$ cat config.mk
export PLATFORM = sky130hd
export DESIGN_NAME = motor_fault_response_manager
export DESIGN_NICKNAME = d
export VERILOG_FILES = /design/src/rtl/fault_pkg.sv /design/src/rtl/motor_fault_response_manager.sv /design/src/rtl/fault_response_channel.sv
export SDC_FILE = /design/constraint.sdc
export NUM_CORES = 1
export LEC_CHECK = 0
export BUFFER_PORTS_ARGS = -buffer_cell sky130_fd_sc_hd__buf_2
export CORE_AREA = 2 2 154 194
export CTS_CLUSTER_DIAMETER = 60
export CTS_CLUSTER_SIZE = 25
export DETAILED_ROUTE_END_ITERATION = 16
export DIE_AREA = 0 0 156 196
export PLACE_DENSITY = 0.75
export SETUP_SLACK_MARGIN = 0.1
export SLEW_MARGIN = 0
export SYNTH_ARGS = -nofsm -noshare
export SYNTH_HDL_FRONTEND = slang
export SYNTH_SLANG_ARGS = --single-unit
$ cat constraint.sdc
create_clock -name clk -period 5.3 [get_ports clk]
set_input_delay 1.06 -clock clk [delete_from_list [all_inputs] [get_ports clk]]
set_output_delay 1.06 -clock clk [all_outputs]
set_load 0.02 [all_outputs]
$ cat src/rtl/fault_pkg.sv
// Purpose: Shared constants and types for the motor fault response manager.
// Assumes: 40 MHz clock; analog comparators supply already hysteretic levels.
`default_nettype none

package fault_pkg;
  localparam int unsigned CLK_HZ = 40_000_000;
  localparam int unsigned NO_LOAD_MS = 500;
  localparam int unsigned NO_LOAD_CYCLES = NO_LOAD_MS * (CLK_HZ / 1000);
  localparam int unsigned RETRY_UNIT_MS = 100;
  localparam int unsigned RETRY_UNIT_CYCLES = RETRY_UNIT_MS * (CLK_HZ / 1000);
  localparam int LOAD_CNT_WIDTH = 25;

  localparam logic [7:0] CTRL_ADDR = 8'h00;
  localparam logic [7:0] SPEED_THR_ADDR = 8'h04;
  localparam logic [7:0] MISMATCH_THR_ADDR = 8'h08;
  localparam logic [7:0] LOAD_THR_ADDR = 8'h0c;
  localparam logic [7:0] DETECT_THR_ADDR = 8'h10;
  localparam logic [7:0] STATUS_ADDR = 8'h14;

  localparam int CLEAR_BIT = 16;
  localparam logic [3:0] REPORT_CODE = 4'h8;
  localparam logic [31:0] CTRL_RESET = 32'h0000_0000;
  localparam logic [15:0] THR_RESET = 16'hffff;
  localparam logic [11:0] LOAD_THR_RESET = 12'h000;
  localparam logic [15:0] DETECT_THR_RESET = 16'h0000;

  localparam int PIN_WARN = 0;
  localparam int PIN_SHUT = 1;
  localparam int PIN_REG = 2;
  localparam int PIN_FAULT = 3;
  localparam int PIN_COUNT = 4;
  // Idle levels of the synchronised pins: only the fault wire rests high
  localparam logic [3:0] PIN_IDLE = 4'h8;

  typedef enum logic [1:0] {
    FET_NORMAL = 2'h0,
    FET_ALL_OFF = 2'h1,
    FET_HIGH_ON = 2'h2,
    FET_LOW_ON = 2'h3
  } fet_state_type;

  typedef enum logic [3:0] {
    CH_IDLE = 4'h1,
    CH_LATCHED = 4'h2,
    CH_RETRY = 4'h4,
    CH_REPORT = 4'h8
  } channel_state_type;

  typedef struct packed {
    logic [11:0] phase_a;
    logic [11:0] phase_b;
    logic [11:0] phase_c;
  } phase_current_type;

  typedef struct packed {
    logic [14:0] unused;
    logic clear_fault_command;
    logic missing_load_detect_enable;
    logic backemf_detect_enable;
    logic overspeed_detect_enable;
    logic heat_warning_report_enable;
    logic [3:0] retry_time_setting;
    logic [3:0] stall_response_code;
    logic [3:0] current_limit_response_code;
  } control_type;

  typedef struct packed {
    logic [19:0] unused;
    logic fault_pin_level;
    logic param_measure_backemf_fault;
    logic missing_load_lock;
    logic backemf_mismatch_lock;
    logic overspeed_lock;
    logic rotor_stall_flag;
    logic shutdown_latched_flag;
    logic thermal_event_flag;
    logic heat_warning_flag;
    logic adc_current_limit_flag;
    logic driver_fault;
    logic controller_fault;
  } status_type;
endpackage

`default_nettype wire

$ cat src/rtl/motor_fault_response_manager.sv
// Purpose: Fault response manager: current limit, thermal and stall handling.
// Assumes: Comparator pins are asynchronous; ADC and estimator data are on clk.
// Notes: Outputs are registered, so pin and FET reactions lag their cause by one cycle.
`default_nettype none

module motor_fault_response_manager #(
  parameter int unsigned NO_LOAD_CYCLES = fault_pkg::NO_LOAD_CYCLES,
  parameter int unsigned RETRY_UNIT_CYCLES = fault_pkg::RETRY_UNIT_CYCLES
) (
  input wire logic clk,
  input wire logic resetn,
  input wire logic [7:0] addr,
  input wire logic [31:0] wdata,
  input wire logic write_strobe,
  input wire logic read_strobe,
  output logic [31:0] rdata,
  input wire logic current_over_limit,
  input wire logic [15:0] measured_speed,
  input wire logic [15:0] backemf_estimated,
  input wire logic [15:0] backemf_expected,
  input wire fault_pkg::phase_current_type phase_current,
  input wire logic measure_active,
  input wire logic [15:0] measured_backemf,
  input wire logic heat_warning_pin,
  input wire logic fet_thermal_shutdown,
  input wire logic regulator_thermal_pin,
  input wire logic fault_pin_n_in,
  output logic fault_pin_n_out,
  output logic fault_pin_n_oe,
  output fault_pkg::fet_state_type fet_state,
  output logic charge_pump_enable
);
  typedef struct packed {
    logic [fault_pkg::PIN_COUNT-1:0] sync1;
    logic [fault_pkg::PIN_COUNT-1:0] sync2;
    logic [fault_pkg::PIN_COUNT-1:0] sync3;
    logic [fault_pkg::PIN_COUNT-1:0] pins;
    fault_pkg::control_type ctrl;
    logic [15:0] overspeed_threshold;
    logic [15:0] backemf_mismatch_threshold;
    logic [11:0] missing_load_current_threshold;
    logic [15:0] backemf_detect_threshold;
    logic clear_pulse;
    logic [fault_pkg::LOAD_CNT_WIDTH-1:0] load_cnt;
    logic heat_warning_flag;
    logic thermal_event_flag;
    logic shutdown_latched_flag;
    logic param_measure_backemf_fault;
    logic overspeed_lock;
    logic backemf_mismatch_lock;
    logic missing_load_lock;
    fault_pkg::fet_state_type fet;
    logic pump;
    logic fault_oe;
    logic [31:0] rdata;
  } core_state_type;

  core_state_type q;
  core_state_type next_q;
  fault_pkg::status_type status;
  logic warn_level;
  logic shut_level;
  logic wipe;
  logic [15:0] bemf_diff;
  logic overspeed_hit;
  logic mismatch_hit;
  logic low_current;
  logic missing_hit;
  logic stall_condition;
  logic measure_hit;
  logic [31:0] retry_cycles;
  logic cl_active;
  logic cl_fault;
  logic cl_release;
  fault_pkg::fet_state_type cl_fet;
  logic st_active;
  logic st_fault;
  logic st_release;
  fault_pkg::fet_state_type st_fet;

  ////////////////////////////////////////////////////////////////////////////
  // Detectors

  assign warn_level = q.pins[fault_pkg::PIN_WARN];
  assign shut_level = q.pins[fault_pkg::PIN_SHUT];
  // Regulator overheat acts as a reset of all fault state
  assign wipe = q.pins[fault_pkg::PIN_REG];

  assign overspeed_hit = q.ctrl.overspeed_detect_enable
    && measured_speed > q.overspeed_threshold;

  always_comb begin
    if (backemf_estimated >= backemf_expected) begin
      bemf_diff = backemf_estimated - backemf_expected;
    end else begin
      bemf_diff = backemf_expected - backemf_estimated;
    end
  end

  assign mismatch_hit = q.ctrl.backemf_detect_enable
    && bemf_diff > q.backemf_mismatch_threshold;

  assign low_current = phase_current.phase_a < q.missing_load_current_threshold
    || phase_current.phase_b < q.missing_load_current_threshold
    || phase_current.phase_c < q.missing_load_current_threshold;

  assign missing_hit = q.ctrl.missing_load_detect_enable && low_current
    && q.load_cnt == fault_pkg::LOAD_CNT_WIDTH'(NO_LOAD_CYCLES);

  assign stall_condition = overspeed_hit || mismatch_hit || missing_hit;

  assign measure_hit = measure_active
    && measured_backemf < q.backemf_detect_threshold;

  assign retry_cycles = (32'(q.ctrl.retry_time_setting) + 32'h1) * 32'(RETRY_UNIT_CYCLES);

  ////////////////////////////////////////////////////////////////////////////
  // Response channels

  fault_response_channel current_limit_channel (
    .clk(clk),
    .resetn(resetn),
    .wipe(wipe),
    .condition(current_over_limit),
    .code(q.ctrl.current_limit_response_code),
    .clear_pulse(q.clear_pulse),
    .retry_cycles(retry_cycles),
    .active(cl_active),
    .fault(cl_fault),
    .release_now(cl_release),
    .fet(cl_fet)
  );

  fault_response_channel stall_channel (
    .clk(clk),
    .resetn(resetn),
    .wipe(wipe),
    .condition(stall_condition),
    .code(q.ctrl.stall_response_code),
    .clear_pulse(q.clear_pulse),
    .retry_cycles(retry_cycles),
    .active(st_active),
    .fault(st_fault),
    .release_now(st_release),
    .fet(st_fet)
  );

  ////////////////////////////////////////////////////////////////////////////
  // Status word

  always_comb begin
    status = '0;
    status.controller_fault = cl_active || st_active;
    status.driver_fault = shut_level;
    status.adc_current_limit_flag = cl_active;
    status.heat_warning_flag = q.heat_warning_flag;
    status.thermal_event_flag = q.thermal_event_flag;
    status.shutdown_latched_flag = q.shutdown_latched_flag;
    status.rotor_stall_flag = st_active;
    status.overspeed_lock = q.overspeed_lock;
    status.backemf_mismatch_lock = q.backemf_mismatch_lock;
    status.missing_load_lock = q.missing_load_lock;
    status.param_measure_backemf_fault = q.param_measure_backemf_fault;
    status.fault_pin_level = q.pins[fault_pkg::PIN_FAULT];
  end

  ////////////////////////////////////////////////////////////////////////////
  // Next state

  always_comb begin
    next_q = q;

    // Pin inputs: a change counts once the last two stages agree
    next_q.sync1 = {fault_pin_n_in, regulator_thermal_pin, fet_thermal_shutdown, heat_warning_pin};
    next_q.sync2 = q.sync1;
    next_q.sync3 = q.sync2;
    for (int i = 0; i < fault_pkg::PIN_COUNT; i++) begin
      if (q.sync2[i] == q.sync3[i]) begin
        next_q.pins[i] = q.sync3[i];
      end
    end

    // Register writes; the clear bit is never stored, only pulsed
    next_q.clear_pulse = 1'b0;
    if (write_strobe) begin
      case (addr)
        fault_pkg::CTRL_ADDR: begin
          next_q.ctrl = fault_pkg::control_type'(wdata);
          next_q.ctrl.clear_fault_command = 1'b0;
          next_q.ctrl.unused = '0;
          next_q.clear_pulse = wdata[fault_pkg::CLEAR_BIT];
        end
        fault_pkg::SPEED_THR_ADDR: begin
          next_q.overspeed_threshold = wdata[15:0];
        end
        fault_pkg::MISMATCH_THR_ADDR: begin
          next_q.backemf_mismatch_threshold = wdata[15:0];
        end
        fault_pkg::LOAD_THR_ADDR: begin
          next_q.missing_load_current_threshold = wdata[11:0];
        end
        fault_pkg::DETECT_THR_ADDR: begin
          next_q.backemf_detect_threshold = wdata[15:0];
        end
        default: begin
        end
      endcase
    end

    // Reads answer in the next cycle only; unmapped reads give zero
    next_q.rdata = 32'h0;
    if (read_strobe) begin
      case (addr)
        fault_pkg::CTRL_ADDR: next_q.rdata = 32'(q.ctrl);
        fault_pkg::SPEED_THR_ADDR: next_q.rdata = 32'(q.overspeed_threshold);
        fault_pkg::MISMATCH_THR_ADDR: next_q.rdata = 32'(q.backemf_mismatch_threshold);
        fault_pkg::LOAD_THR_ADDR: next_q.rdata = 32'(q.missing_load_current_threshold);
        fault_pkg::DETECT_THR_ADDR: next_q.rdata = 32'(q.backemf_detect_threshold);
        fault_pkg::STATUS_ADDR: next_q.rdata = 32'(status);
        default: next_q.rdata = 32'h0;
      endcase
    end

    // Missing load timer saturates so the event holds while current stays low
    if (q.ctrl.missing_load_detect_enable && low_current) begin
      if (!missing_hit) begin
        next_q.load_cnt = q.load_cnt + 1'b1;
      end
    end else begin
      next_q.load_cnt = '0;
    end

    // Detector flags follow the stall channel: set on event, drop with release
    if (st_release) begin
      next_q.overspeed_lock = 1'b0;
      next_q.backemf_mismatch_lock = 1'b0;
      next_q.missing_load_lock = 1'b0;
    end
    if (st_active || !q.ctrl.stall_response_code[3] ||
        q.ctrl.stall_response_code == fault_pkg::REPORT_CODE) begin
      if (overspeed_hit) next_q.overspeed_lock = 1'b1;
      if (mismatch_hit) next_q.backemf_mismatch_lock = 1'b1;
      if (missing_hit) next_q.missing_load_lock = 1'b1;
    end

    // Thermal and measurement flags: set wins over a clear arriving in the same cycle
    if (q.clear_pulse && !warn_level) begin
      next_q.heat_warning_flag = 1'b0;
    end
    if (warn_level && q.ctrl.heat_warning_report_enable) begin
      next_q.heat_warning_flag = 1'b1;
    end
    if (q.clear_pulse && !warn_level && !shut_level) begin
      next_q.thermal_event_flag = 1'b0;
    end
    if ((warn_level && q.ctrl.heat_warning_report_enable) || shut_level) begin
      next_q.thermal_event_flag = 1'b1;
    end
    if (q.clear_pulse && !shut_level) begin
      next_q.shutdown_latched_flag = 1'b0;
    end
    if (shut_level) begin
      next_q.shutdown_latched_flag = 1'b1;
    end
    if (q.clear_pulse && !measure_hit) begin
      next_q.param_measure_backemf_fault = 1'b0;
    end
    if (measure_hit) begin
      next_q.param_measure_backemf_fault = 1'b1;
    end

    // Output stage: shutdown first, then current limit, then stall
    if (shut_level) begin
      next_q.fet = fault_pkg::FET_ALL_OFF;
    end else if (cl_fault) begin
      next_q.fet = cl_fet;
    end else if (st_fault) begin
      next_q.fet = st_fet;
    end else begin
      next_q.fet = fault_pkg::FET_NORMAL;
    end
    next_q.pump = !shut_level;
    next_q.fault_oe = cl_fault || st_fault || q.heat_warning_flag || shut_level;

    if (wipe) begin
      next_q.heat_warning_flag = 1'b0;
      next_q.thermal_event_flag = 1'b0;
      next_q.shutdown_latched_flag = 1'b0;
      next_q.param_measure_backemf_fault = 1'b0;
      next_q.overspeed_lock = 1'b0;
      next_q.backemf_mismatch_lock = 1'b0;
      next_q.missing_load_lock = 1'b0;
      next_q.load_cnt = '0;
    end
  end

  ////////////////////////////////////////////////////////////////////////////
  // State register

  always_ff @(posedge clk or negedge resetn) begin
    if (!resetn) begin
      q <= '0;
      q.ctrl <= fault_pkg::control_type'(fault_pkg::CTRL_RESET);
      q.overspeed_threshold <= fault_pkg::THR_RESET;
      q.backemf_mismatch_threshold <= fault_pkg::THR_RESET;
      q.missing_load_current_threshold <= fault_pkg::LOAD_THR_RESET;
      q.backemf_detect_threshold <= fault_pkg::DETECT_THR_RESET;
      {q.sync1, q.sync2, q.sync3, q.pins} <= {4{fault_pkg::PIN_IDLE}}; // Fault wire idles high
      q.pump <= 1'b1;
    end else begin
      q <= next_q;
    end
  end

  assign rdata = q.rdata;
  assign fault_pin_n_out = 1'b0;
  assign fault_pin_n_oe = q.fault_oe;
  assign fet_state = q.fet;
  assign charge_pump_enable = q.pump;
endmodule // motor_fault_response_manager

`default_nettype wire

$ cat src/rtl/fault_response_channel.sv
// Purpose: One four-mode response channel (latched, retry, report, disabled).
// Assumes: condition is a level from logic on the same clock.
// Notes: Code is captured at recognition so a rewrite cannot change the FET state mid-event.
`default_nettype none

module fault_response_channel (
  input wire logic clk,
  input wire logic resetn,
  input wire logic wipe,
  input wire logic condition,
  input wire logic [3:0] code,
  input wire logic clear_pulse,
  input wire logic [31:0] retry_cycles,
  output logic active,
  output logic fault,
  output logic release_now,
  output fault_pkg::fet_state_type fet
);
  typedef struct packed {
    fault_pkg::channel_state_type state;
    logic [31:0] timer;
    logic [3:0] code;
  } channel_type;

  channel_type q;
  channel_type next_q;
  logic is_latched;
  logic is_retry;
  logic is_report;

  assign is_latched = code[3:2] == 2'h0;
  assign is_retry = code[3:2] == 2'h1;
  assign is_report = code == fault_pkg::REPORT_CODE;

  always_comb begin
    next_q = q;
    release_now = 1'b0;
    case (q.state)
      fault_pkg::CH_IDLE: begin
        // Codes outside the listed ones act as disabled
        next_q.code = code;
        next_q.timer = 32'h1;
        if (condition && is_latched) begin
          next_q.state = fault_pkg::CH_LATCHED;
        end else if (condition && is_retry) begin
          next_q.state = fault_pkg::CH_RETRY;
        end else if (condition && is_report) begin
          next_q.state = fault_pkg::CH_REPORT;
        end
      end
      fault_pkg::CH_LATCHED, fault_pkg::CH_REPORT: begin
        if (clear_pulse && !condition) begin
          release_now = 1'b1;
          next_q.state = fault_pkg::CH_IDLE;
        end
      end
      fault_pkg::CH_RETRY: begin
        next_q.timer = q.timer + 32'h1;
        if (q.timer >= retry_cycles) begin
          release_now = 1'b1;
          next_q.state = fault_pkg::CH_IDLE;
        end
      end
      default: begin
        next_q.state = fault_pkg::CH_IDLE;
      end
    endcase
    if (wipe) begin
      next_q.state = fault_pkg::CH_IDLE;
    end
  end

  always_ff @(posedge clk or negedge resetn) begin
    if (!resetn) begin
      q.state <= fault_pkg::CH_IDLE;
      q.timer <= 32'h0;
      q.code <= 4'h0;
    end else begin
      q <= next_q;
    end
  end

  assign active = q.state != fault_pkg::CH_IDLE;
  assign fault = q.state == fault_pkg::CH_LATCHED || q.state == fault_pkg::CH_RETRY;

  always_comb begin
    if (!fault || !q.code[1]) begin
      fet = fault_pkg::FET_ALL_OFF;
    end else if (q.code[0]) begin
      fet = fault_pkg::FET_LOW_ON;
    end else begin
      fet = fault_pkg::FET_HIGH_ON;
    end
  end
endmodule // fault_response_channel

`default_nettype wire

# Word-level counts from Yosys, hierarchy flattened
# Cells that the tools add are included.
[word_totals]
ff_bits = 237
out_inout_bits = 37
inputBits = 150
word_cells = 192
[classes]
eq_ne = 31
muxes = 47
add_sub_neg = 6
n_reduce_logical = 61
n_lt_le_gt_ge = 9
mul = 1
[op_table]
columns = ["cell", "n"]
rows = [
  ["case mux 32 bit (2 select lines)", 2],
  ["case mux 16 bit (6 select lines)", 1],
  ["adder 32 x 1 -> 32 bit (second input constant)", 2],
  [">= comparator 32 x 27 -> 1 bit", 2],
  ["2-to-1 mux 25 bit", 2],
  ["2-to-1 mux 4 bit", 12],
  ["less-than comparator 12 bit", 3],
  ["greater-than comparator 16 bit", 2],
  ["2-to-1 mux 16 bit", 2],
  ["2-to-1 mux 32 bit", 1],
  ["subtractor 16 bit", 2],
  ["adder 25 x 1 -> 25 bit (second input constant)", 1],
  ["== test 25 bit (second input constant)", 1],
  ["case mux 4 bit (3 select lines)", 2],
  ["multiplier 5 x 14 -> 19 bit (second input constant)", 1],
  ["logical AND 1 bit", 18],
  ["2-to-1 mux 1 bit", 17],
  ["== test 4 bit (second input constant)", 4],
  ["== test 8 x 4 -> 1 bit (second input constant)", 2],
  ["== test 8 x 5 -> 1 bit (second input constant)", 2],
  [">= comparator 16 bit", 1],
  ["less-than comparator 16 bit", 1],
  ["logical OR 1 bit", 15],
  ["!= test 3 x 2 -> 1 bit (second input constant)", 4],
  ["21 further kinds", 55],
]

# Logic depth before layout (Yosys ltp)
# Gate-level depths: netlist of the first run.
[depth]
depth_word = 14
ltp_mapped = 23
ltp_nobuf = 23

# Hierarchy
# Synthesis of the first run repeated with hierarchy kept, for this count alone.
[hier_totals]
hier_cells = 1772
hier_area_um2 = 16613.4
[by_module_without_submodules]
columns = ["mod", "seq_area_each_um2", "area_each_um2", "n_inst", "cells_per_inst"]
rows = [
  ["motor_fault_response_manager", 3674.8, 10895.4, 1, 1116],
  ["fault_response_channel", 952.2, 2859.0, 2, 328],
]

# Worst setup path before layout of the first run
# OpenSTA, ideal clock, no wires.
[synth_path]
path_kind = "reg-to-reg"
startpoint = "register q[137] in the netlist's numbering"
endpoint = "register q[37] in the netlist's numbering"
arrival_ns = 5.063
required_ns = 5.180
slack_ns = 0.117
setup_ns = 0.120
path_stages_with_launch = 24
path_buffers = 0
period_less_slack_ns = 5.183
path_cell_list = "dfrtp_1 -> ha_1 -> xnor2_1 -> inv_1 -> ha_1 -> ha_1 -> inv_1 -> fa_1 -> inv_1 -> ha_1 -> nand3_1 -> a2111oi_0 -> o21ai_0 -> nand2b_1 -> xnor2_1 -> ha_1 -> o21ai_0 -> o211ai_1 -> a31oi_1 -> nor3_1 -> a21o_1 -> a211oi_1 -> or3_1 -> a41o_1"
[synth_lines]
columns = ["item", "line_no", "rtl"]
rows = [
  ["start: declaration", "motor_fault_response_manager.sv:58", "core_state_type q;"],
  ["start signal: assignment", "motor_fault_response_manager.sv:311", "q <= next_q;"],
]

==> flow_summary.rst, run 1 <==
.. list-table::
   :header-rows: 1

   * - Metric
     - Value
   * - GRT Total Usage
     - 0.252
   * - Clock tree from TritonCTS
     - done
   * - YS warnings
     - 0
   * - Static leakage
     - 8.13 nW
   * - Worst relative slew slack
     - 0.124
   * - Critical Path RT
     - between 5 and 6 ns
   * - Number of cells on the critical path
     - 22
   * - Crit Reg-Reg Startpoint
     - q[138]
   * - Starting DRT DRC Count
     - between 700 and 800
   * - Placeable core region
     - about 0.029 mm²
   * - Destination of the worst register-to-register timing path
     - q[36]
   * - Layout Skew
     - between 0.02 and 0.03 ns
   * - Clock latency of the later-clocked register in the worst-skew pair
     - 0.50 ns
   * - Routing layer with the top usage in global route
     - met2
   * - Count of different cell masters after synthesis
     - slightly above 70
   * - DP HPWL
     - between 30000 and 40000 µm
   * - Maximum resistive drop on vdd
     - between 0.15 and 0.2 mV
   * - Total Wirelength
     - a little under 40000 µm
   * - Worst-case reg-to-reg path depth
     - 22
   * - Critical path data arrival time
     - 5.52 ns
   * - Cell chain of the critical path
     - ha_4 > xnor2_2 > inv_1 > buf_6 > fa_1 > inv_1 > fa_1 > inv_1 > ha_4 > ha_4 > nand2_1 > o21bai_1 > a21boi_2 > nor2_2 > xor2_2 > ha_1 > a31oi_4 > nor3_2 > a21o_1 > a211oi_2 > or3_4 > a32o_1
   * - Final std cell area, no fill
     - 0.0173 mm²
   * - Capture endpoint of the worst hold path
     - next_q[165]
   * - Fraction of synthesis flops using an asynchronous set or reset pin
     - 1.00
   * - Vias in the first global route
     - between 10k and 15k
   * - Clock sink total
     - around 220
   * - Final critical-path share of the clock period
     - 0.969
   * - DRC
     - 0
   * - Grt met2 use
     - 0.441
   * - NumNets Final
     - ~2.1k
   * - Final core utilization
     - 0.600
   * - First-pass GRT wire length
     - 62400 µm
   * - Worst Setup Start Kind
     - flop
   * - Power density over cell area
     - ~230 mW/mm²
   * - Global routing usage on met1
     - 0.304
   * - H-tree lvl count
     - 1
   * - Final Hold Vio Count
     - 0
   * - Source of the worst hold timing path
     - next_q[169]
   * - Top FF cell, synth
     - dfrtp_1
   * - Layout cells sized above 1
     - 0.214
   * - Via total after detailed routing
     - 12.7k
   * - Area used by sequential logic in the layout
     - approximately 0.0056 mm²
   * - Setup slack on the worst flop-to-flop path
     - approximately 0.16 ns
   * - Crit. End Element
     - flop
   * - Placed cell area
     - roughly 0.017 mm²
   * - Drt via density
     - between 5 and 6
   * - Worst min-delay path category
     - flop to flop
   * - Highest-delay cell along the critical path
     - fa_1
   * - DR WL/cell
     - between 15 and 20 µm
   * - Clock root buffer master
     - clkbuf_16
   * - Synthesis-stage register bit count
     - ~220
   * - Family of cells with the greatest summed delay on the critical path
     - adder cells
   * - Setup repair after global routing missed its margin
     - true
   * - Largest net degree at the start of global routing
     - 130
   * - Slew Viols, Final
     - 0
   * - Count of endpoints failing setup in the final report
     - 0
   * - Starting density of the core
     - 0.534
   * - Maximum fanout along the worst path
     - 5
   * - Total standard cell area after synthesis
     - about 0.015 mm²
   * - Post-CTS clock slew at the launch and capture registers of the worst setup and hold paths
     - roughly 0.10 ns
   * - Final Critical Period
     - just over 5 ns
   * - Initial antenna violation count
     - 5
   * - Global placement routability congestion
     - ~0.89
   * - WP buf/inv
     - 4
   * - Total overflow reported by the global router
     - 0
   * - Post-Synthesis Cells
     - about 1.6k
   * - Post-synthesis sequential area ratio
     - 0.363
   * - Number of clock buffers inserted by TritonCTS
     - 14
   * - Routed Antenna Nets
     - 0
   * - Detailed Routing Iterations Pass 1
     - 7
   * - Area enclosed by the die boundary
     - 0.0306 mm²
   * - Number of flops mapped to enable cells by yosys
     - 0
   * - Port Buf Inserts
     - ~150
   * - Count of fill cells added during filler insertion
     - 2415
   * - Status
     - finished, final reports clean
   * - Clock buffer depth
     - 3
   * - Maximum capacitance violations
     - 0
   * - Area of combinational cells with multiple inputs
     - slightly above 0.009 mm²
   * - Critical Setup Path Class
     - flop to flop
   * - Width of the die
     - ~160 µm
   * - Highest achievable clock rate
     - between 150 and 200 MHz
   * - Post-Synthesis Mean Instance Area
     - between 9 and 10 µm²
   * - Least-Margin Pin Slew
     - between 1 and 1.5 ns
   * - Area grow syn2layout
     - 12.4%
   * - Hold-fix buffer count after cts
     - 0
   * - Met3 track utilization from global routing
     - 0.0278
   * - Std-Cell Rows
     - 70
   * - Number of I/O pins
     - 187
   * - Delay contributed by the slowest stage of the critical path
     - 0.52 ns
   * - Floorplan die height
     - 196 µm
   * - Min-Delay Path Depth
     - 0
-- routing by layer --
metal	part of all wire	up-vias	wire, µm
li1	-	6058	-
met1	0.41	6158	15700
met2	0.50	329	19200
met3	0.040	97	1530
met5	0.0013	-	51
met4	0.056	8	2160
-- sequential cells by signal, summed over array words and instances (netlist names) --
signal	flops
charge_pump_enable	1
fault_pin_n_oe	1
stall_channel.q	38
fet_state	2
next_q	8
current_limit_channel.q	38
q	117
rdata	16
-- report_power, final --
part / internal (W) / switching, W / leakage [nW]
registers: 0.00176 / 0.0000680 / 2.89
logic: 0.000404 / 0.000566 / 4.99
clock network: 0.000630 / 0.000619 / 0.247
-- how the worst max path moves through the flow --
stage | slack [ns] | startpoint | endpoint
after floorplan | 0.12 | q[137] | q[37]
after global placement | -0.08 | backemf_estimated[0] | stall_channel.q[39]
after detailed placement | -0.17 | backemf_estimated[0] | q[36]
after CTS | 0.10 | q[137] | q[36]
after global routing | -0.06 | q[138] | q[36]
final | 0.16 | q[138] | q[36]
-- stage by stage --
stage / TNS, ns / hold WS, ns / total power, W / std cells / setup WS (ns)
2_1_floorplan: 0 / 0.331 / 0.00243 / 1643 / 0.117
3_3_place_gp: -0.448 / 0.333 / 0.00272 / 2111 / -0.0845
3_5_place_dp: -1.05 / 0.346 / 0.00276 / 2111 / -0.168
4_1_cts: 0 / 0.366 / 0.00400 / 2135 / 0.103
5_1_grt: -0.149 / 0.370 / 0.00426 / 2145 / -0.0648
6_report: 0 / 0.362 / 0.00404 / 2146 / 0.164
-- cell usage after synthesis, types with 32 or more instances --
| cell type | count | area share |
|---|---|---|
| a21oi_1 | 62 | 0.020 |
| buf_4 | 35 | 0.017 |
| clkbuf_1 | 41 | 0.010 |
| dfrtp_1 | 182 | 0.30 |
| dfstp_2 | 39 | 0.067 |
| ha_1 | 180 | 0.15 |
| inv_1 | 141 | 0.034 |
| mux2_2 | 83 | 0.061 |
| mux2i_1 | 40 | 0.026 |
| nand2_1 | 139 | 0.034 |
| nand3_1 | 60 | 0.020 |
| nand4_1 | 32 | 0.013 |
| nor2_1 | 99 | 0.024 |
| o21ai_0 | 119 | 0.039 |
| xor2_1 | 35 | 0.020 |
-- worst reg2reg max path, stage by stage (launching register included) --
cell and delay (ns):
dfrtp_1 0.43, ha_4 0.21, xnor2_2 0.20, inv_1 0.10, buf_6 0.14, fa_1 0.52, inv_1 0.06, fa_1 0.52
inv_1 0.06, ha_4 0.24, ha_4 0.27, nand2_1 0.07, o21bai_1 0.17, a21boi_2 0.15, nor2_2 0.07, xor2_2 0.18
ha_1 0.36, a31oi_4 0.11, nor3_2 0.21, a21o_1 0.20, a211oi_2 0.09, or3_4 0.41, a32o_1 0.23
-- logic make-up after synthesis --
family	after synthesis	share of synthesized area
buffers and inverters	221	0.0626
muxes	123	0.0868
xor gates and xnor gates	60	0.0342
AOI/OAI and AO/OA	346	0.144
adders and majority gates	193	0.160
DFF	221	0.363
other	1	0.000244
and+or+nand+nor	462	0.149
-- area by class of cell --
class / instances / share of cell area
antenna: 2 / 0.000289
clock buffer: 19 / 0.0243
clock inverter: 5 / 0.00507
inverter: 141 / 0.0306
multi-input combinational: 1201 / 0.526
sequential: 221 / 0.323
tap: 360 / 0.0261
timing repair buffer: 197 / 0.0652
-- layout by cell type, fill, tap and decap left out, types with 15 or more instances in the layout --
master,instances
and2_1,17
nand4_1,32
ha_1,175
inv_1,140
buf_4,39
nand3_1,59
xor2_1,33
buf_2,153
clkbuf_16,15
mux2_2,83
nor2_1,98
nand2_1,139
conb_1,17
dfrtp_1,181
dfstp_2,39
a31oi_1,16
xnor2_1,23
and3_1,23
nor3_1,17
a21o_1,18
a21oi_1,61
o21ai_0,117
mux2i_1,39
o211ai_1,22
-- what timing repair did --
action                                  CTS  global route
pin swaps                                 2            23
endpoints found under the setup margin    6             9
endpoints found under the hold margin     0             0
buffers inserted                          0             9
resized for setup                         4            32
(Power assumes the default switching activity.)
==> run 2: changes to the inputs <==
- BUFFER_PORTS_ARGS: -buffer_cell sky130_fd_sc_hd__buf_2 -> unset
- CORE_AREA: 2 2 154 194 -> 2 2 153 192
- DIE_AREA: 0 0 156 196 -> 0 0 155 194
- DONT_BUFFER_PORTS: unset -> 1
- PLACE_DENSITY: 0.75 -> 0.7
- TNS_END_PERCENT: unset -> 1
==> flow_summary.rst, run 2 (same netlist as run 1, synthesis figures left out) <==
.. list-table::
   :header-rows: 1

   * - Metric
     - Value
   * - Status
     - finished, final reports clean
   * - Via total after detailed routing
     - 11.9k (-6.2%)
   * - Routed Antenna Nets
     - 0 (unchanged)
   * - Power after layout
     - 0.00415 W (+2.7%)
   * - Crit Reg-Reg Startpoint
     - q[138]
   * - Final worst setup slack
     - 0.278 ns (+0.114 ns)
   * - Destination of the worst register-to-register timing path
     - q[37]
   * - Global placement routability congestion
     - 0.892 (+0.51%)
   * - Detailed Routing Iterations Pass 1
     - 5 (-2)
   * - Critical Setup Path Class
     - flop to flop
   * - Final Hold Vio Count
     - 0 (unchanged)
   * - Slew Viols, Final
     - 0 (unchanged)
   * - Clock latency of the later-clocked register in the worst-skew pair
     - 0.52 ns (+0.02 ns)
   * - Highest-delay cell along the critical path
     - fa_1
   * - Hold-fix buffer count after cts
     - 0 (unchanged)
   * - WP buf/inv
     - 5 (+1)
   * - Top register by number of flip-flops
     - q
   * - Summed negative setup slack over all endpoints
     - 0 ns (unchanged)
   * - Final Critical Period
     - 5.02 ns (-0.114 ns)
   * - Total Wirelength
     - 37600 µm (-2.6%)
   * - Initial antenna violation count
     - 1 (-4)
   * - Starting DRT DRC Count
     - 723 (-0.69%)
   * - Highest achievable clock rate
     - 199 MHz (+2.3%)
   * - Commonest non-fill, non-tap cell in the layout
     - dfrtp_1
   * - Layout cells sized above 1
     - 0.134 (-0.0797)
   * - DRC
     - 0 (unchanged)
   * - Maximum capacitance violations
     - 0 (unchanged)
   * - Clock buffer depth
     - 3 (unchanged)
   * - Starting density of the core
     - 0.545 (+0.0110)
   * - Family of cells with the greatest summed delay on the critical path
     - adder cells
   * - Width of the die
     - 155 µm (-0.64%)
   * - Static leakage
     - 7.51 nW (-7.6%)
   * - Vias in the first global route
     - 12.1k (-3.5%)
   * - Largest regs
     - q x117, current_limit_channel.q x38, stall_channel.q x38
   * - Clock tree from TritonCTS
     - done
   * - Post-CTS clock slew at the launch and capture registers of the worst setup and hold paths
     - 0.10 ns (about the same)
   * - Worst min-delay path category
     - primary input to async pin
   * - Layout Skew
     - 0.0242 ns (-0.000937 ns)
   * - Std-Cell Rows
     - 69 (-1.4%)
   * - Area enclosed by the die boundary
     - 0.0301 mm² (-1.7%)
   * - Final critical-path share of the clock period
     - 0.948 (-0.0215)
   * - Clock sink total
     - 221 (unchanged)
   * - Floorplan die height
     - 194 µm (-1.0%)
   * - First-pass GRT wire length
     - 61800 µm (-0.92%)
   * - Most frequent cells in the layout
     - dfrtp_1, ha_1, inv_1
   * - Worst-case reg-to-reg path depth
     - 25 (+14%)
   * - Number of I/O pins
     - 187 (unchanged)
   * - Worst relative slew slack
     - 0.273 (+0.149)
   * - Largest register FFs
     - 117 (unchanged)
   * - Count of endpoints failing setup in the final report
     - 0 (unchanged)
   * - Largest net degree at the start of global routing
     - 222 (+71%)
   * - Number of clock buffers inserted by TritonCTS
     - 18 (+4)
   * - Setup slack on the worst flop-to-flop path
     - 0.28 ns (+0.11 ns)
   * - Placeable core region
     - 0.0282 mm² (-2.0%)
   * - NumNets Final
     - 1955 (-7.5%)
   * - Total overflow reported by the global router
     - 0 (unchanged)
   * - Crit. End Element
     - flop
   * - DR WL/cell
     - 19.0 µm (+5.3%)
   * - Drt via density
     - 5.98 (+1.4%)
   * - Maximum fanout along the worst path
     - 3 (-2)
   * - Maximum resistive drop on vdd
     - 0.261 mV (+53%)
   * - Critical Path RT
     - 5.71 ns (+0.03 ns)
   * - Critical path data arrival time
     - 5.43 ns (-0.09 ns)
   * - Clock root buffer master
     - clkbuf_16
   * - Port Buf Inserts
     - 0 (-100%)
   * - GRT Total Usage
     - 0.252 (+0.000790)
   * - Setup slack after placement
     - -0.123 ns (+0.0452 ns)
   * - Worst Setup SP
     - q[138]
   * - H-tree lvl count
     - 1 (unchanged)
   * - Setup repair after global routing missed its margin
     - false
   * - Area grow syn2layout
     - 7.49%
   * - Worst Setup Start Kind
     - flop
   * - Delay contributed by the slowest stage of the critical path
     - 0.49 ns (-0.03 ns)
   * - Final core utilization
     - 0.585 (-0.0146)
   * - Power density over cell area
     - 251 mW/mm² (+7.5%)
   * - Least-Margin Pin Slew
     - 1.08 ns (-0.222 ns)
   * - DP HPWL
     - 29200 µm (-2.9%)
run 2: how the worst max path moves through the flow:
stage | to | depth (start not counted)
after floorplan | q[37] | 23
after detailed placement | q[37] | 25
final | q[37] | 25
after global placement | q[36] | 22
after CTS | q[37] | 23
after global routing | q[37] | 25
run 2: report_power, final:
part / leakage [nW] / internal, W / switching, W / total [W]
sequential: 2.89 / 0.00176 / 0.0000709 / 0.00183
clock: 0.322 / 0.000763 / 0.000743 / 0.00151
combinational: 4.30 / 0.000344 / 0.000476 / 0.000820
total: 7.51 / 0.00286 / 0.00129 / 0.00415
run 2: routing by layer:
metal / global-route usage / part of all wire / wire (µm) / up-vias
li1: - / - / - / 5767
met1: 0.300 / 0.40 / 15100 / 5718
met2: 0.448 / 0.50 / 18900 / 296
met3: 0.0407 / 0.050 / 1870 / 87
met4: 0.109 / 0.047 / 1760 / 0
met5: 0 / 0 / 0 / -
run 2: area by class of cell:
cell class / instances / area (µm²)
clock inverter: 12 / 183
clock buffer: 20 / 479
timing repair buffer: 34 / 259
antenna: 1 / 2.50
sequential: 221 / 5580
multi-input combinational: 1201 / 9050
fill: 2432 / 11700
tap: 355 / 444
inverter: 141 / 529
run 2: what timing repair did:
| action | CTS | global route |
|---|---|---|
| setup buffers | 1 | 1 |
| hold endpoints to repair | 0 | 0 |
| setup endpoints to repair | 6 | 7 |
| cloned | 0 | 0 |
| pin swaps | 3 | 10 |
| resized for setup | 7 | 19 |
run 2: stage by stage:
stage               cells  hold WS (ns)  instance area [µm²]
finish               1985         0.233                16500
global route         1984         0.211                16500
CTS                  1983         0.226                16400
detailed placement   1950         0.335                15700
global placement     1950         0.335                15700
floorplan            1643         0.331                15400
==> run 3: changes to the inputs <==
- CTS_BUF_LIST: unset -> sky130_fd_sc_hd__clkbuf_4 sky130_fd_sc_hd__clkbuf_8
==> flow_summary.rst, run 3 (same netlist as run 1, synthesis figures left out) <==
.. list-table::
   :header-rows: 1

   * - Metric
     - Value
   * - Setup slack after placement
     - -0.123 ns (unchanged)
   * - Number of I/O pins
     - 187 (unchanged)
   * - Most frequent cells in the layout
     - dfrtp_1, ha_1, inv_1
   * - Final core utilization
     - 0.578 (-0.00745)
   * - Worst min-delay path category
     - primary input to async pin
   * - Vias in the first global route
     - 12.1k (+0.074%)
   * - Layout cells sized above 1
     - 0.134 (+0.000614)
   * - Post-CTS clock slew at the launch and capture registers of the worst setup and hold paths
     - 0.15 ns (+0.05 ns)
   * - Final Hold Vio Count
     - 0 (unchanged)
   * - Detailed Routing Iterations Pass 1
     - 5 (unchanged)
   * - Clock buffer depth
     - 3 (unchanged)
   * - Via total after detailed routing
     - 11.8k (-0.24%)
   * - Area of combinational cells with multiple inputs
     - 0.00905 mm² (unchanged)
   * - Clock root buffer master
     - clkbuf_8
   * - DRC
     - 0 (unchanged)
   * - Clock latency of the later-clocked register in the worst-skew pair
     - 0.56 ns (+0.04 ns)
   * - Clock sink total
     - 221 (unchanged)
   * - Least-Margin Pin Slew
     - 1.07 ns (-0.0139 ns)
   * - Placed cell area
     - 0.0157 mm² (unchanged)
   * - Area used by sequential logic in the layout
     - 0.00558 mm² (unchanged)
   * - Cells after DPL
     - 1950 (unchanged)
   * - Static leakage
     - 7.42 nW (-1.3%)
   * - Crit. End Element
     - flop
   * - Floorplan die height
     - 194 µm (unchanged)
   * - Area enclosed by the die boundary
     - 0.0301 mm² (unchanged)
   * - Placeable core region
     - 0.0282 mm² (unchanged)
   * - Initial antenna violation count
     - 0 (-1)
   * - Global placement routability congestion
     - 0.892 (unchanged)
   * - Slew Viols, Final
     - 0 (unchanged)
   * - NumNets Final
     - 1955 (unchanged)
   * - Number of clock buffers inserted by TritonCTS
     - 18 (unchanged)
   * - Std-Cell Rows
     - 69 (unchanged)
   * - Worst relative slew slack
     - 0.283 (+0.00934)
   * - H-tree lvl count
     - 1 (unchanged)
   * - Power density over cell area
     - 233 mW/mm² (-7.3%)
   * - Final std cell area, no fill
     - 0.0163 mm² (-1.3%)
   * - Layout Skew
     - 0.0324 ns (+0.00820 ns)
   * - Maximum resistive drop on vdd
     - 0.162 mV (-38%)
   * - GRT Total Usage
     - 0.251 (-0.000859)
   * - First-pass GRT wire length
     - 61700 µm (-0.18%)
   * - Final Critical Period
     - 5.01 ns (-0.0118 ns)
   * - DP HPWL
     - 29200 µm (unchanged)
   * - Final worst setup slack
     - 0.290 ns (+0.0117 ns)
   * - Width of the die
     - 155 µm (unchanged)
   * - Critical Path RT
     - 5.77 ns (+0.06 ns)
   * - Count of endpoints failing setup in the final report
     - 0 (unchanged)
   * - Total Wirelength
     - 37500 µm (-0.34%)
   * - Maximum fanout along the worst path
     - 3 (unchanged)
   * - Starting DRT DRC Count
     - 698 (-3.5%)
   * - Status
     - finished, final reports clean
   * - Largest regs
     - q x117, current_limit_channel.q x38, stall_channel.q x38
   * - Largest net degree at the start of global routing
     - 222 (unchanged)
   * - Drt via density
     - 5.96 (-0.24%)
   * - Top register by number of flip-flops
     - q
   * - Port Buf Inserts
     - 0 (unchanged)
   * - Largest register FFs
     - 117 (unchanged)
   * - Setup repair after global routing missed its margin
     - false
   * - Total overflow reported by the global router
     - 0 (unchanged)
   * - DR WL/cell
     - 18.9 µm (-0.34%)
   * - Area grow syn2layout
     - 6.12%
   * - Number of cells in the finished layout apart from fillers
     - 1985 (unchanged)
   * - Worst hold slack after final layout
     - 0.177 ns (-0.0567 ns)
   * - Worst-case reg-to-reg path depth
     - 25 (unchanged)
   * - Worst Setup Start Kind
     - flop
   * - Clock tree from TritonCTS
     - done
   * - Commonest non-fill, non-tap cell in the layout
     - dfrtp_1
   * - Final critical-path share of the clock period
     - 0.945 (-0.00222)
   * - Maximum capacitance violations
     - 0 (unchanged)
   * - Highest achievable clock rate
     - 200 MHz (+0.23%)
   * - Critical path data arrival time
     - 5.48 ns (+0.05 ns)
   * - Routed Antenna Nets
     - 0 (unchanged)
   * - Critical Setup Path Class
     - flop to flop
   * - Hold-fix buffer count after cts
     - 0 (unchanged)
   * - Count of fill cells added during filler insertion
     - 2460 (+1.2%)
   * - Starting density of the core
     - 0.545 (unchanged)
## run 3: worst paths after layout
path / startpoint / end / slack, ns
setup / recovery: q[137] / q[37] / 0.29
hold / removal: resetn / current_limit_channel.q[10] / 0.18
setup reg to reg: q[137] / q[37] / 0.29
hold reg to reg: next_q[169] / next_q[165] / 0.34
max in group asynchronous: resetn / q[126] / 4.77
min in group clk: next_q[169] / next_q[165] / 0.34
## run 3: metal layers
metal  vias up  wire [µm]  track usage
met3        78       1840       0.0425
met1      5738      14900        0.296
met2       276      19100        0.451
met4         0       1670        0.104
li1       5747          -            -
met5         -          0            0
## run 3: metrics by stage
| stage | total power [W] | setup TNS, ns |
|---|---|---|
| after global placement | 0.00261 | -0.143 |
| after global routing | 0.00401 | 0 |
| after floorplan | 0.00243 | 0 |
| final | 0.00380 | 0 |
| after CTS | 0.00380 | 0 |
| after detailed placement | 0.00264 | -0.475 |
## run 3: cell type report
cell class | count | share of cell area
Multi-Input combinational cell | 1201 | 0.555
Clock inverter | 12 | 0.0112
Inverter | 141 | 0.0324
Tap cell | 355 | 0.0272
Antenna cell | 1 | 0.000153
Timing Repair Buffer | 34 | 0.0159
Clock buffer | 20 | 0.0165
Sequential cell | 221 | 0.342
## run 3: power breakdown
group          total [W]  internal (W)  switching, W
Combinational   0.000820      0.000344      0.000476
Clock            0.00116      0.000454      0.000701
Sequential       0.00183       0.00176     0.0000705
Total            0.00380       0.00256       0.00125
## run 3: critical path, cell delays in order (launching register included)
cell,delay [ns]
dfrtp_1,0.43
ha_4,0.18
buf_4,0.15
nand3_4,0.08
inv_1,0.07
ha_1,0.30
ha_1,0.28
inv_1,0.05
fa_1,0.49
inv_1,0.07
ha_4,0.27
nand3_2,0.07
a2111oi_4,0.24
buf_4,0.17
o21ai_1,0.05
nand2b_1,0.08
xnor2_1,0.09
ha_1,0.31
o21ai_1,0.09
o211ai_1,0.24
a31oi_2,0.13
a31oi_1,0.21
a21o_1,0.16
a211oi_1,0.09
or3_4,0.40
a41o_1,0.24
## run 3: timing repair
| item | CTS | global route |
|---|---|---|
| endpoints found under the hold margin | 0 | 0 |
| pin swaps | 3 | 10 |
| endpoints found under the setup margin | 6 | 7 |
| buffers inserted | 1 | 1 |
| gates resized for setup | 7 | 19 |
